[src/shared/dram_ctl_defines.svh]
// Timing and layout constants for the EDO DRAM controller.
// Assumes a 50 MHz core clock; cycle counts derive from nanosecond figures.
`ifndef DRAM_CTL_DEFINES_SVH
`define DRAM_CTL_DEFINES_SVH
`define CLK_PERIOD_NS       20
`define T_RAS_NS            60
`define T_RP_NS             40
`define T_RCD_NS            20
`define T_CAS_NS            15
`define T_CP_NS             10
`define T_PWRUP_US          200
`define T_REF_MS            8
`define REF_ROWS            512
`define INIT_CYCLES         8
`define CYC_UP(ns)          (((ns) + `CLK_PERIOD_NS - 1) / `CLK_PERIOD_NS)
`define CYC_RAS             `CYC_UP(`T_RAS_NS)
`define CYC_RP              `CYC_UP(`T_RP_NS)
`define CYC_RCD             `CYC_UP(`T_RCD_NS)
`define CYC_CAS             (`CYC_UP(`T_CAS_NS) + 1)
`define CYC_CP              `CYC_UP(`T_CP_NS)
`define CYC_PWRUP           ((`T_PWRUP_US * 1000) / `CLK_PERIOD_NS)
`define CYC_REF_INT         ((`T_REF_MS * 1000000) / `CLK_PERIOD_NS / `REF_ROWS)
`define ADDR_W              9
`define DATA_W              16
`define CNT_W               16
`endif

[src/shared/dram_ctl_pkg.sv]
// Types shared by the EDO DRAM controller files.
// Assumes dram_ctl_defines.svh is on the include path.
`default_nettype none
`include "dram_ctl_defines.svh"
package dram_ctl_pkg;
  // Pin-side bundle driven toward the DRAM; strobes are active low.
  typedef struct packed {
    logic                 ras_n;
    logic                 lower_byte_col_strobe_n;
    logic                 upper_byte_col_strobe_n;
    logic                 we_n;
    logic                 oe_n;
    logic [`ADDR_W-1:0]   addr;
    logic [`DATA_W-1:0]   dq_out;
    logic                 dq_oe;
  } pins_t;
  // User request.
  typedef struct packed {
    logic                 write;
    logic [1:0]           byte_en;
    logic [`ADDR_W-1:0]   row;
    logic [`ADDR_W-1:0]   col;
    logic [`DATA_W-1:0]   wdata;
  } req_t;
  typedef enum logic [3:0] {
    S_PWRUP, S_IDLE, S_ROW, S_COL, S_CASH, S_CBR_CAS, S_CBR_RAS, S_PRE, S_INIT
  } state_t;
endpackage
`default_nettype wire

[src/dram_timer.sv]
// Down-counter used for every minimum wait in the controller.
// Assumes loads come from logic on core_clk.
`timescale 1ns/100ps
`default_nettype none
module dram_timer #(
  parameter int W = 16
) (
  // Clock and reset.
  input  wire logic         core_clk,
  input  wire logic         sys_rst,
  // Load and status.
  input  wire logic         load,
  input  wire logic [W-1:0] value,
  output logic              done
);
  // ==========================================================
  // Counter state
  typedef struct packed { logic [W-1:0] cnt; } tmr_t;
  tmr_t st_q, st_d;
  // Load wins over counting so a new wait always starts cleanly.
  always_comb begin
    st_d = st_q;
    if (load) begin
      st_d.cnt = value;
    end else if (st_q.cnt != '0) begin
      st_d.cnt = st_q.cnt - {{(W-1){1'b0}}, 1'b1};
    end
  end
  // A load during reset is kept, so the power-up wait starts from reset itself.
  always_ff @(posedge core_clk) begin
    if (sys_rst && !load) begin
      st_q <= '0;
    end else begin
      st_q <= st_d;
    end
  end
  // Done is purely registered; gating it with load would close a loop through the caller.
  assign done = (st_q.cnt == '0);
endmodule
`default_nettype wire

[src/edo_dram_ctl.sv]
// EDO DRAM controller: drives strobes, address and data of a 256K x 16 EDO part.
// Assumes the user side sits on core_clk; DRAM read data arrives on pins.
`timescale 1ns/100ps
`default_nettype none
`include "dram_ctl_defines.svh"
module edo_dram_ctl #(
  parameter int PWRUP_CYCLES = `CYC_PWRUP,
  parameter int REF_INTERVAL = `CYC_REF_INT
) (
  // Clock and reset.
  input  wire logic                 core_clk,
  input  wire logic                 sys_rst,
  // User request side.
  input  wire logic                 req_valid,
  output logic                      req_ready,
  input  wire dram_ctl_pkg::req_t   req,
  input  wire logic                 req_last,
  output logic                      rd_valid,
  output logic [`DATA_W-1:0]        rd_data,
  output logic                      init_done,
  input  wire logic                 refresh_lapsed,
  // DRAM pins.
  output dram_ctl_pkg::pins_t       pins,
  input  wire logic [`DATA_W-1:0]   dq_in
);
  // ==========================================================
  // State record
  typedef struct packed {
    dram_ctl_pkg::state_t state;
    dram_ctl_pkg::pins_t  pins;
    logic [`ADDR_W-1:0]   open_row;
    logic                 row_open;
    logic                 cur_write;
    logic [3:0]           init_cnt;
    logic [`CNT_W-1:0]    ref_cnt;
    logic                 ref_due;
    logic                 rd_pend;
    logic                 rd_valid;
    logic [`DATA_W-1:0]   rd_data;
    logic                 init_done;
    logic [`DATA_W-1:0]   dq_s1;
    logic [`DATA_W-1:0]   dq_s2;
  } st_t;
  st_t st_q, st_d;
  logic              tmr_load;
  logic [`CNT_W-1:0] tmr_val;
  logic              tmr_done;
  logic              ras_load;
  logic              ras_done;
  logic              start_ok;

  // ==========================================================
  // Timers: one general wait and one guarding the RAS low width.
  dram_timer #(.W(`CNT_W)) u_tmr (
    .core_clk (core_clk),
    .sys_rst  (sys_rst),
    .load     (tmr_load),
    .value    (tmr_val),
    .done     (tmr_done)
  );
  dram_timer #(.W(`CNT_W)) u_ras (
    .core_clk (core_clk),
    .sys_rst  (sys_rst),
    .load     (ras_load),
    .value    (`CNT_W'(`CYC_RAS - 1)),
    .done     (ras_done)
  );

  // ==========================================================
  // Next-state logic.
  always_comb begin
    st_d     = st_q;
    tmr_load = 1'b0;
    tmr_val  = '0;
    ras_load = 1'b0;
    st_d.rd_valid = 1'b0;
    // Read data comes from another domain, so it is double flopped first.
    st_d.dq_s1 = dq_in;
    st_d.dq_s2 = st_q.dq_s1;
    // Refresh pacing spreads 512 rows evenly over the retention period.
    if (st_q.ref_cnt == '0) begin
      st_d.ref_cnt = `CNT_W'(REF_INTERVAL - 1);
      st_d.ref_due = 1'b1;
    end else begin
      st_d.ref_cnt = st_q.ref_cnt - `CNT_W'(1);
    end
    start_ok = tmr_done;
    case (st_q.state)
      dram_ctl_pkg::S_PWRUP: begin
        if (tmr_done) begin
          st_d.state = dram_ctl_pkg::S_IDLE;
        end
      end
      dram_ctl_pkg::S_IDLE: begin
        if (start_ok && (st_q.init_cnt != '0 || st_q.ref_due)) begin
          // Byte strobes low before RAS falls selects counter refresh.
          st_d.pins.lower_byte_col_strobe_n = 1'b0;
          st_d.pins.upper_byte_col_strobe_n = 1'b0;
          st_d.pins.dq_oe = 1'b0;
          tmr_load = 1'b1;
          tmr_val  = `CNT_W'(`CYC_CP);
          st_d.state = dram_ctl_pkg::S_CBR_CAS;
        end else if (start_ok && req_valid && st_q.init_done) begin
          st_d.pins.addr  = req.row;
          st_d.pins.ras_n = 1'b0;
          st_d.open_row   = req.row;
          st_d.row_open   = 1'b1;
          ras_load = 1'b1;
          tmr_load = 1'b1;
          tmr_val  = `CNT_W'(`CYC_RCD);
          st_d.state = dram_ctl_pkg::S_ROW;
        end
      end
      dram_ctl_pkg::S_ROW, dram_ctl_pkg::S_CASH: begin
        if (tmr_done && req_valid) begin
          st_d.pins.addr = req.col;
          st_d.cur_write = req.write;
          st_d.pins.we_n = !req.write;
          st_d.pins.oe_n = req.write;
          st_d.pins.dq_out = req.wdata;
          st_d.pins.dq_oe  = req.write;
          st_d.state = dram_ctl_pkg::S_COL;
          tmr_load = 1'b1;
          tmr_val  = `CNT_W'(1);
        end else if (tmr_done && st_q.state == dram_ctl_pkg::S_CASH) begin
          st_d.state = dram_ctl_pkg::S_PRE;
        end
      end
      dram_ctl_pkg::S_COL: begin
        // Strobes fall one cycle after address, data and WE settle.
        if (st_q.pins.lower_byte_col_strobe_n && st_q.pins.upper_byte_col_strobe_n) begin
          st_d.pins.lower_byte_col_strobe_n = !req.byte_en[0];
          st_d.pins.upper_byte_col_strobe_n = !req.byte_en[1];
          tmr_load = 1'b1;
          tmr_val  = `CNT_W'(`CYC_CAS);
          st_d.rd_pend = !st_q.cur_write;
        end else if (tmr_done) begin
          // Column stays on the pins until the strobes rise.
          st_d.pins.lower_byte_col_strobe_n = 1'b1;
          st_d.pins.upper_byte_col_strobe_n = 1'b1;
          st_d.pins.we_n  = 1'b1;
          st_d.pins.dq_oe = 1'b0;
          tmr_load = 1'b1;
          tmr_val  = `CNT_W'(`CYC_CP);
          st_d.state = req_last ? dram_ctl_pkg::S_PRE : dram_ctl_pkg::S_CASH;
        end
        // EDO keeps data after CAS rises, so sampling late is still safe.
        if (st_q.rd_pend && tmr_done) begin
          st_d.rd_pend  = 1'b0;
          st_d.rd_valid = 1'b1;
          st_d.rd_data  = st_q.dq_s2;
        end
      end
      dram_ctl_pkg::S_PRE: begin
        if (ras_done && tmr_done) begin
          st_d.pins.ras_n = 1'b1;
          st_d.pins.oe_n  = 1'b1;
          st_d.row_open   = 1'b0;
          tmr_load = 1'b1;
          tmr_val  = `CNT_W'(`CYC_RP);
          st_d.state = dram_ctl_pkg::S_IDLE;
        end
      end
      dram_ctl_pkg::S_CBR_CAS: begin
        if (tmr_done) begin
          // Address pins are don't-care; the part counts rows itself.
          st_d.pins.ras_n = 1'b0;
          ras_load = 1'b1;
          st_d.state = dram_ctl_pkg::S_CBR_RAS;
          tmr_load = 1'b1;
          tmr_val  = `CNT_W'(1);
        end
      end
      dram_ctl_pkg::S_CBR_RAS: begin
        if (tmr_done) begin
          st_d.pins.lower_byte_col_strobe_n = 1'b1;
          st_d.pins.upper_byte_col_strobe_n = 1'b1;
          tmr_load = 1'b1;
          tmr_val  = `CNT_W'(1);
          st_d.state = dram_ctl_pkg::S_PRE;
          if (st_q.init_cnt != '0) begin
            st_d.init_cnt = st_q.init_cnt - 4'(1);
            if (st_q.init_cnt == 4'(1)) begin
              st_d.init_done = !refresh_lapsed;
            end
          end else begin
            st_d.ref_due = (st_q.ref_cnt == '0);
          end
        end
      end
      default: begin
        st_d.state = dram_ctl_pkg::S_IDLE;
      end
    endcase
    // A lapse wins over a wake cycle that finishes in the same clock.
    if (refresh_lapsed) begin
      st_d.init_cnt  = 4'(`INIT_CYCLES);
      st_d.init_done = 1'b0;
    end
    if (sys_rst) begin
      tmr_load = 1'b1;
      tmr_val  = `CNT_W'(PWRUP_CYCLES);
    end
  end

  // ==========================================================
  // State register.
  always_ff @(posedge core_clk) begin
    if (sys_rst) begin
      st_q <= '0;
      st_q.state <= dram_ctl_pkg::S_PWRUP;
      st_q.pins.ras_n <= 1'b1;
      st_q.pins.lower_byte_col_strobe_n <= 1'b1;
      st_q.pins.upper_byte_col_strobe_n <= 1'b1;
      st_q.pins.we_n <= 1'b1;
      st_q.pins.oe_n <= 1'b1;
      st_q.init_cnt <= 4'(`INIT_CYCLES);
      st_q.ref_cnt <= `CNT_W'(REF_INTERVAL - 1);
    end else begin
      st_q <= st_d;
    end
  end

  // ==========================================================
  // Outputs.
  assign pins      = st_q.pins;
  assign rd_valid  = st_q.rd_valid;
  assign rd_data   = st_q.rd_data;
  assign init_done = st_q.init_done;
  assign req_ready = tmr_done && req_valid &&
                     (st_q.state == dram_ctl_pkg::S_ROW || st_q.state == dram_ctl_pkg::S_CASH);
endmodule
`default_nettype wire

[config.mk]
export PLATFORM = sky130hd
export DESIGN_NAME = edo_dram_ctl
export DESIGN_NICKNAME = d
export VERILOG_FILES = /design/src/shared/dram_ctl_pkg.sv /design/src/dram_timer.sv /design/src/edo_dram_ctl.sv
export VERILOG_INCLUDE_DIRS = /design/src /design/src/shared
export SDC_FILE = /design/constraint.sdc
export NUM_CORES = 1
export LEC_CHECK = 0
export ABC_CLOCK_PERIOD_IN_PS = 4300
export CAP_MARGIN = 10
export CORE_ASPECT_RATIO = 0.8
export CORE_MARGIN = 2
export CORE_UTILIZATION = 50
export CTS_BUF_LIST = sky130_fd_sc_hd__clkbuf_4
export DETAILED_ROUTE_END_ITERATION = 7
export DONT_BUFFER_PORTS = 1
export HOLD_SLACK_MARGIN = 0.05
export PLACE_DENSITY_LB_ADDON = 0.25
export SETUP_SLACK_MARGIN = 0.15
export SYNTH_ARGS = -nofsm -noshare
export SYNTH_HDL_FRONTEND = slang
export SYNTH_HIERARCHICAL = 1
export SYNTH_SLANG_ARGS = --single-unit
[constraint.sdc]
create_clock -name core_clk -period 4.3 [get_ports core_clk]
set_input_delay 0.86 -clock core_clk [delete_from_list [all_inputs] [get_ports core_clk]]
set_output_delay 0.86 -clock core_clk [all_outputs]
set_load 0.005 [all_outputs]
==> results of run 1 <==
[stage by stage]
step                      std cells  instance area, µm²  utilization (%)  hold WS [ns]
final                           883                6480             50.9         0.353
after global routing            883                6480             50.9         0.292
after CTS                       882                6480             50.9         0.312
after detailed placement        850                6230             48.9         0.420
after global placement          850                6230             48.9         0.415
after floorplan                 757                6530                -         0.414
[layer usage]
layer | up-vias | global-route usage [%] | share of wire [%]
met1 | 2216 | 24.6 | 48
met2 | 128 | 29.4 | 44
li1 | 2392 | - | -
met4 | 0 | 7.45 | 2.2
met3 | 20 | 6.95 | 5.9
met5 | - | 0 | 0
[cell families after synthesis]
family                   after synthesis  synth area share, %
flip-flops                           139                 43.2
other                                  2                0.117
adder cells (fa/ha/maj)                6                 1.17
AND/OR/NAND/NOR                      283                 24.4
XOR/XNOR                              37                 5.03
multiplexers                          11                 1.75
buffers and inverters                 98                 9.16
AO/OA/AOI/OAI                        158                 15.2
[cells in the mapped netlist, drive strengths merged (4+ instances only)]
library cell	instances
dfxtp	139
a311oi	9
a211oi	4
a32o	4
nand4b	7
xnor2	12
a21oi	64
nor4	6
nor2	30
nand2	116
xor2	25
nor3	17
nand3	19
nor2b	43
a31oi	7
nand3b	8
nand4	6
mux2i	9
nand2b	5
clkbuf	21
buf	64
inv	13
ha	6
or3	8
o21ai	43
[layout make-up]
cell class              instances  area [µm²]
clock inverters                14         111
inverters                      13        48.8
multi-input cells             520        3160
fillers                      1200        6250
well taps                     175         219
clock buffers                  18         135
repair buffers                  3        22.5
diodes                          1        2.50
flip-flops and latches        139        2780
[flip-flops by register name, indices dropped and copies added, names as in the netlist]
signal / flops
st_q: 42
pins: 31
rd_data: 16
st_d: 16
u_ras/st_q: 16
u_tmr/st_q: 16
init_done: 1
rd_valid: 1
[path summary, 6_finish.rpt]
| check | from | slack, ns | end | cells after the start |
|---|---|---|---|---|
| setup / recovery | u_tmr/st_q[0]$_SDFFE_PP0P_ | 0.47 | req_ready | 8 |
| hold / removal | refresh_lapsed | 0.35 | init_done$_SDFFE_PP0P_ | 1 |
| setup reg to reg | u_tmr/st_q[0]$_SDFFE_PP0P_ | 0.98 | u_tmr/st_q[12]$_SDFFE_PP0P_ | 13 |
| hold reg to reg | st_d[4]$_SDFF_PP0_ | 0.44 | st_q[4]$_SDFF_PP0_ | 1 |
[power groups by stage]
stage	clock [mW]	sequential (mW)	combinational, mW
2_1_floorplan	0	1.48	0.885
3_3_place_gp	0	1.49	0.993
3_5_place_dp	0	1.49	1.03
4_1_cts	0.784	1.46	1.04
5_1_grt	0.850	1.48	1.17
6_report	0.758	1.46	1.04
[repair_timing]
action | in CTS | in global routing
hold endpoints to repair | 0 | 0
gates resized for setup | 0 | 1
setup endpoints to repair | 0 | 1
==> key figures, run 1 <==
Power
  • Sequential Power Share: 44.9%
  • Combinational power share: between 30% and 40%
  • Leak pwr: ~2.3 nW
  • Switching share of power: a little over a third
  • Net switching power: between 1 and 1.5 mW
  • Clock share of power: 23.3%
  • Worst VDD drop: about 0.00045 V
  • Tot Pwr: 3.26 mW
  • Internal power: around 2.1 mW
  • Pwr dens: about 500 nW/µm²

Die
  • Total core area: around 13000 µm²
  • Ports: roughly 110
  • Die width: between 100 and 150 µm
  • # rows: 37
  • DIE AREA: 13800 µm²
  • Die Y: 106 µm
  • Starting Density: between 50% and 60%

Final layout
  • Commonest non-fill, non-tap cell in the layout: dfxtp_1
  • Layout area overhead: 0.641%
  • Final #Nets: 758
  • Layout cells sized above 1: under 10%
  • Most frequent cells in the layout: 139 x dfxtp_1, 116 x nand2_1, 63 x a21oi_1

Routing
  • Iteration-0 DRC Markers: approximately 280
  • Post-route DRC: 0
  • DRT antenna net count: 0
  • Total routed wirelength: 12700 µm
  • Pre-antenna DRT Iters: 4
  • Vias: around 4800
  • Vias per cell: around 5.4
  • WL per Instance: 14.4 µm

STA
  • Final TNS setup: 0 ns
  • Fin crit share: approximately nine tenths
  • Unrepaired setup endpoints after global routing: no
  • Post-Route Skew: between 0.02 and 0.025 ns
  • Final Hold Vio Count: 0
  • Tmin final: approximately 3.8 ns
  • Slew Limit Fails: 0
  • Relative slew margins: between 20% and 30%
  • Worst slew pin tran: around 1.1 ns
  • Setup-failing EPs final: 0
  • F_max: 0.261 GHz
  • Final setup margin: 0.466 ns

Logic synthesis
  • Ys flop type: dfxtp_1
  • Mean Syn Cell Area: 8.78 µm²
  • Synth async-reset ratio: 0%
  • Post-Syn Instances: ~730
  • Library cells used by synthesis: 68
  • Yosys reg bits: around 140
  • Yosys warns: 6
  • Post-Synthesis Cell Area: about 6400 µm²
  • Seq/Total Area, Yosys: between 40% and 50%
  • Top cells by area, synth: dfxtp_1 43%, nand2_1 6.8%, buf_4 5.9%
  • Top cell type's share of synthesized area: 43.2%
  • Post-synth EDFFs: 0
  • Post-synth top area cell: dfxtp_1

Hold path
  • Class of the worst hold path: in -> reg

Outcome
  • Status: finished, final reports clean

Worst setup path
  • Crit-path leading delay family: simple AND/OR/NAND/NOR gates
  • Cells along the critical path: inv_1, ha_1, nor3b_4, nand3b_2, nor2_1, nand2_1, or3_1, inv_2
  • Slowest stage cell, crit path: or3_1
  • CP Data Arrival Time: about 3.0 ns
  • CP max FO: 21
  • Crit Path Class: reg -> out
  • Crit-path max cell delay: around 0.62 ns
  • CP Launch Type: flop
  • CP Buf/Inv Count: 2
  • Critical Path Sink Type: primary output
  • Data required time of the worst path: between 3 and 4 ns

Clock network
  • Htree depth: 4
  • CTS Sinks: approximately 140
  • Root Driver: clkbuf_4
  • Setup Buffers After CTS: 0
  • Max Root-Sink Buffers: 2
  • Hold Buf Count CTS: 0
  • Clk slew on worst S/H paths: around 0.13 ns
  • TritonCTS clock tree: done
  • Worst-Skew Late Latency: between 0.5 and 0.6 ns
  • CTS buffer count: 17

GRT
  • Wire length of the first global-routing pass: ~21000 µm
  • Total global-route track usage: roughly a fifth
  • Initial antenna violation count: 1
  • Largest net degree at the start of global routing: 101
  • Vias in the first global route: around 4500
  • Gr ovfl total: 0

Placed design
  • DP Worst Slack: 0.908 ns
  • HPWL Detailed: a little under 9000 µm
  • I/O Buffers: 0
  • Gpl congestion: 0.861

Flow run
  • Max cap viols: 0
Power figures use the tool's default switching activity.
==> inputs of run 2 (changes only) <==
--- a/config.mk
+++ b/config.mk
@@ -15,6 +15,7 @@
 export DETAILED_ROUTE_END_ITERATION = 7
 export DONT_BUFFER_PORTS = 1
 export HOLD_SLACK_MARGIN = 0.05
+export MAX_ROUTING_LAYER = met4
 export PLACE_DENSITY_LB_ADDON = 0.25
 export SETUP_SLACK_MARGIN = 0.15
 export SYNTH_ARGS = -nofsm -noshare
==> run 2 against run 1 <==
Against the previous run: flip-flop and latch count unchanged; via count decreased by 0.63%; core utilization grew 0.61 points; global-route usage grew 0.49 points; sequential share of layout area fell by 0.51 points; clock power grew 23%; maximum frequency about the same; count of clock-buffer cells in the layout did not move; hold slack improved by 0.039 ns; final area increased by 1.2%; critical path type unchanged.
==> key figures, run 2 (same netlist as run 1, synthesis figures left out) <==
Clock network
  • Root Driver: clkbuf_4
  • TritonCTS clock tree: done
  • Htree depth: 4
  • Clk slew on worst S/H paths: approximately 0.13 ns
  • Worst-Skew Late Latency: approximately 0.52 ns
  • CTS Sinks: between 100 and 150
  • CTS buffer count: 17
  • Setup Buffers After CTS: 0
  • Post-CTS Resized: 0
  • Hold Buf Count CTS: 0
  • Max Root-Sink Buffers: 2

Die
  • Die Y: 106 µm
  • Ports: around 110
  • DIE AREA: 13800 µm²
  • Die width: between 100 and 150 µm
  • # rows: 37
  • Starting Density: between 50% and 60%
  • Total core area: around 13000 µm²

GRT
  • Vias in the first global route: approximately 4400
  • Gr ovfl total: 0
  • Wire length of the first global-routing pass: roughly 21000 µm
  • Initial antenna violation count: 1
  • Total global-route track usage: approximately 20%
  • Largest net degree at the start of global routing: between 100 and 150

Worst setup path
  • Crit-path leading delay family: simple AND/OR/NAND/NOR gates
  • CP Buf/Inv Count: 2
  • Crit Path Class: reg -> out
  • CP Data Arrival Time: 2.97 ns
  • Data required time of the worst path: between 3 and 4 ns
  • Critical Path Sink Type: primary output
  • Crit-path max cell delay: roughly 0.63 ns
  • CP max FO: 21
  • Cells along the critical path: inv_1, ha_1, nor3b_4, nand3b_2, nor2_1, nand2_1, or3_1, inv_2
  • Slowest stage cell, crit path: or3_1
  • CP Launch Type: flop

Routing
  • WL per Instance: roughly 14 µm
  • DRT antenna net count: 0
  • Iteration-0 DRC Markers: about 340
  • Vias: between 4000 and 5000
  • Vias per cell: 5.35
  • Post-route DRC: 0
  • Total routed wirelength: 12800 µm
  • Pre-antenna DRT Iters: 5

STA
  • Final Hold Vio Count: 0
  • Final TNS setup: 0 ns
  • Slew Limit Fails: 0
  • F_max: 0.261 GHz
  • Final setup margin: 0.467 ns
  • Unrepaired setup endpoints after global routing: no
  • Post-Route Skew: about 0.019 ns
  • Setup-failing EPs final: 0
  • Tmin final: approximately 3.8 ns
  • Final hold slack: 0.391 ns
  • Relative slew margins: around 27%
  • Fin crit share: 89.1%
  • Worst slew pin tran: approximately 1.1 ns

Final layout
  • Largest register FFs: 42
  • Largest reg by FF count: st_q
  • Layout area overhead: 1.84%
  • Most frequent cells in the layout: 139 x dfxtp_1, 116 x nand2_1, 63 x a21oi_1
  • Largest regs: st_q (42), pins (31)
  • Fillcell total: 1185
  • Final #Nets: approximately 760
  • Layout cells sized above 1: 8.91%
  • Commonest non-fill, non-tap cell in the layout: dfxtp_1

Placed design
  • HPWL Detailed: 8770 µm
  • I/O Buffers: 0
  • Gpl congestion: about 0.87
  • DP Worst Slack: 0.874 ns

Hold path
  • Class of the worst hold path: in -> reg

Power
  • Worst VDD drop: about 0.00035 V
  • Pwr dens: 521 nW/µm²
  • Leak pwr: between 2 and 2.5 nW

Outcome
  • Status: finished, final reports clean

Flow run
  • Max cap viols: 0
==> run 2: metal layers <==
| metal | vias to the layer above | routed length (µm) | GRT usage (%) |
|---|---|---|---|
| met1 | 2202 | 6120 | 25.3 |
| met3 | 13 | 844 | 6.09 |
| met4 | 0 | 123 | 5.70 |
| met5 | - | 0 | - |
| met2 | 118 | 5670 | 29.9 |
| li1 | 2393 | - | - |
==> run 2: worst paths after layout <==
path | startpoint | to | slack (ns) | cells after the start
hold / removal | refresh_lapsed | init_done$_SDFFE_PP0P_ | 0.39 | 1
setup reg to reg | u_tmr/st_q[0]$_SDFFE_PP0P_ | u_tmr/st_q[3]$_SDFFE_PP0P_ | 0.97 | 13
hold reg to reg | st_q[10]$_SDFF_PP0_ | rd_data[10]$_SDFFE_PP0P_ | 0.44 | 2
setup / recovery | u_tmr/st_q[0]$_SDFFE_PP0P_ | req_ready | 0.47 | 8
==> run 2: final cells by class <==
type / count / area (µm²) / area share, %
multi-input combinational: 520 / 3160 / 48.2
clock inverter: 14 / 186 / 2.84
tap: 175 / 219 / 3.34
antenna: 2 / 5.00 / 0.0763
clock buffer: 18 / 135 / 2.06
sequential: 139 / 2780 / 42.4
inverter: 13 / 48.8 / 0.744
timing repair buffer: 3 / 22.5 / 0.343
==> run 2: per-stage QoR <==
stage	instances	utilization, %	power (mW)	area [µm²]
after floorplan	757	-	2.36	6530
after global placement	850	48.9	2.48	6230
after detailed placement	850	48.9	2.52	6230
after CTS	882	51.5	3.46	6550
after global routing	884	51.5	3.65	6560
final	884	51.5	3.42	6560
==> run 2: power by group <==
| group | total, mW | internal [mW] | leakage (nW) | switching, mW |
|---|---|---|---|---|
| clock | 0.935 | 0.425 | 0.171 | 0.510 |
| sequential | 1.46 | 1.39 | 1.13 | 0.0745 |
| combinational | 1.02 | 0.467 | 1.08 | 0.554 |
==> inputs of run 3 (changes only) <==
--- a/config.mk
+++ b/config.mk
@@ -8,10 +8,11 @@
 export LEC_CHECK = 0
 export ABC_CLOCK_PERIOD_IN_PS = 4300
 export CAP_MARGIN = 10
-export CORE_ASPECT_RATIO = 0.8
+export CORE_ASPECT_RATIO = 0.75
 export CORE_MARGIN = 2
 export CORE_UTILIZATION = 50
 export CTS_BUF_LIST = sky130_fd_sc_hd__clkbuf_4
+export CTS_CLUSTER_DIAMETER = 30
 export DETAILED_ROUTE_END_ITERATION = 7
 export DONT_BUFFER_PORTS = 1
 export HOLD_SLACK_MARGIN = 0.05
==> run 3 against run 2 <==
Against the previous run: final cell count down 1.1%; first-iteration DRC count down 14%; sequential share of layout area up 0.41 points; hold slack worse by 0.0069 ns; critical endpoint unchanged.
==> key figures, run 3 (same netlist as run 1, synthesis figures left out) <==
Final layout
  • Multi-input logic area: approximately 3200 µm²
  • Commonest non-fill, non-tap cell in the layout: dfxtp_1
  • Fillcell total: about 1100
  • Final Cell Area: ~6500 µm²
  • Largest regs: st_q (42), pins (31)
  • Final #Nets: 759
  • Final core occ: between 50 and 60%
  • N_diodes: 0
  • Most frequent cells in the layout: 139 x dfxtp_1, 116 x nand2_1, 63 x a21oi_1
  • Largest reg by FF count: st_q
  • Register area: between 2000 and 3000 µm²
  • Layout cells sized above 1: under 10%
  • Layout area overhead: 0.874%
  • Post-route insts no fill: around 900
  • Largest register FFs: 42

Clock network
  • TritonCTS clock tree: done
  • Max Root-Sink Buffers: 2
  • CTS Sinks: about 140
  • Root Driver: clkbuf_4
  • Htree depth: 4
  • Clk slew on worst S/H paths: approximately 0.12 ns
  • Setup Buffers After CTS: 0
  • CTS buffer count: 17
  • Worst-Skew Late Latency: 0.54 ns

GRT
  • Wire length of the first global-routing pass: 21400 µm
  • Initial antenna violation count: 0
  • Total global-route track usage: 20.0%
  • Gr ovfl total: 0
  • Largest net degree at the start of global routing: about 100
  • Vias in the first global route: between 4000 and 5000

Die
  • Total core area: between 10000 and 15000 µm²
  • # rows: 35
  • Starting Density: 51.8%
  • Die width: between 100 and 150 µm
  • Die Y: slightly above 100 µm
  • DIE AREA: 13800 µm²
  • Ports: approximately 110

Outcome
  • Status: finished, final reports clean

Worst setup path
  • Critical R2R Launch: u_tmr/st_q[0]$_SDFFE_PP0P_
  • Crit Path Class: reg -> out
  • Critical Path End: req_ready
  • CP Data Arrival Time: 3.02 ns
  • Worst reg2reg path depth: 13
  • CP max FO: 21
  • Data required time of the worst path: approximately 3.4 ns
  • Flop2flop setup slack: 0.86 ns
  • CP Launch Type: flop
  • Critical Path Sink Type: primary output
  • Worst R2R End: u_tmr/st_q[2]$_SDFFE_PP0P_
  • CP Launch Point: u_tmr/st_q[0]$_SDFFE_PP0P_

Power
  • Tot Pwr: roughly 3.3 mW
  • Leak pwr: between 2 and 2.5 nW
  • Worst VDD drop: between 0.0003 and 0.0004 V
  • Pwr dens: around 500 nW/µm²

STA
  • Worst slew pin tran: 1.03 ns
  • Fin crit share: 90.3%
  • Unrepaired setup endpoints after global routing: no
  • Tmin final: 3.88 ns
  • Final TNS setup: 0 ns
  • F_max: approximately 0.26 GHz
  • Slew Limit Fails: 0
  • Final Hold Vio Count: 0
  • Relative slew margins: 31.0%
  • Post-Route Skew: about 0.017 ns
  • Setup-failing EPs final: 0

Hold path
  • Class of the worst hold path: in -> reg

Placed design
  • Placed insts: about 840
  • Post-DP Area: 6230 µm²
  • HPWL Detailed: between 8000 and 9000 µm
  • Gpl congestion: approximately 0.94
  • I/O Buffers: 0

Routing
  • WL per Instance: 14.9 µm
  • DRT antenna net count: 0
  • Vias per cell: 5.53
  • Total routed wirelength: around 13000 µm
  • Iteration-0 DRC Markers: 291
  • Vias: between 4000 and 5000
  • Pre-antenna DRT Iters: 5
  • Post-route DRC: 0

Flow run
  • Max cap viols: 0
[run 3: through the flow]
step                      hold WS [ns]  setup WS, ns
after floorplan                  0.414          1.36
final                            0.384         0.416
after global placement           0.417         0.954
after global routing             0.345         0.177
after CTS                        0.340         0.268
after detailed placement         0.424         0.854
[run 3: layout make-up]
cell class	instances	share of cell area, %
Inverter	13	0.770
Clock buffer	18	2.08
Timing Repair Buffer	4	0.462
Clock inverter	14	2.10
Multi-Input combinational cell	520	48.6
Tap cell	166	3.20
Sequential cell	139	42.8
[run 3: worst max-delay path, stage by stage (launching register included)]
cell	delay [ns]
dfxtp_1	0.37
inv_1	0.07
ha_1	0.16
nor3b_2	0.47
nand3b_2	0.20
nor2_1	0.16
nand2_1	0.11
or3_2	0.64
clkinv_2	0.29
[run 3: report_power, final]
group,internal [mW],switching [mW]
combinational,0.467,0.594
clock,0.305,0.500
sequential,1.39,0.0755
[run 3: worst min-delay path by stage]
| stage | startpoint | end | depth (start not counted) |
|---|---|---|---|
| final | refresh_lapsed | st_q[70]$_SDFFE_PP0P_ | 1 |
| after global routing | sys_rst | pins[3]$_SDFFE_PP0P_ | 1 |
| after CTS | sys_rst | pins[19]$_SDFFE_PP0P_ | 1 |
| after detailed placement | st_q[9]$_SDFF_PP0_ | rd_data[9]$_SDFFE_PP0P_ | 2 |
| after global placement | st_q[10]$_SDFF_PP0_ | rd_data[10]$_SDFFE_PP0P_ | 2 |
| after floorplan | st_d[0]$_SDFF_PP0_ | st_q[0]$_SDFF_PP0_ | 1 |
[run 3: repair_timing]
action,4_1_cts,5_1_grt
gates resized for setup,0,2
setup endpoints to repair,0,1
hold buffers,0,0
[run 3: metal layers]
metal | routed length [µm] | GRT usage [%] | vias to the layer above
met5 | 0 | - | -
met4 | 164 | 7.45 | 0
met3 | 924 | 4.66 | 17
met2 | 5960 | 31.7 | 172
met1 | 5940 | 25.0 | 2244
li1 | - | - | 2399
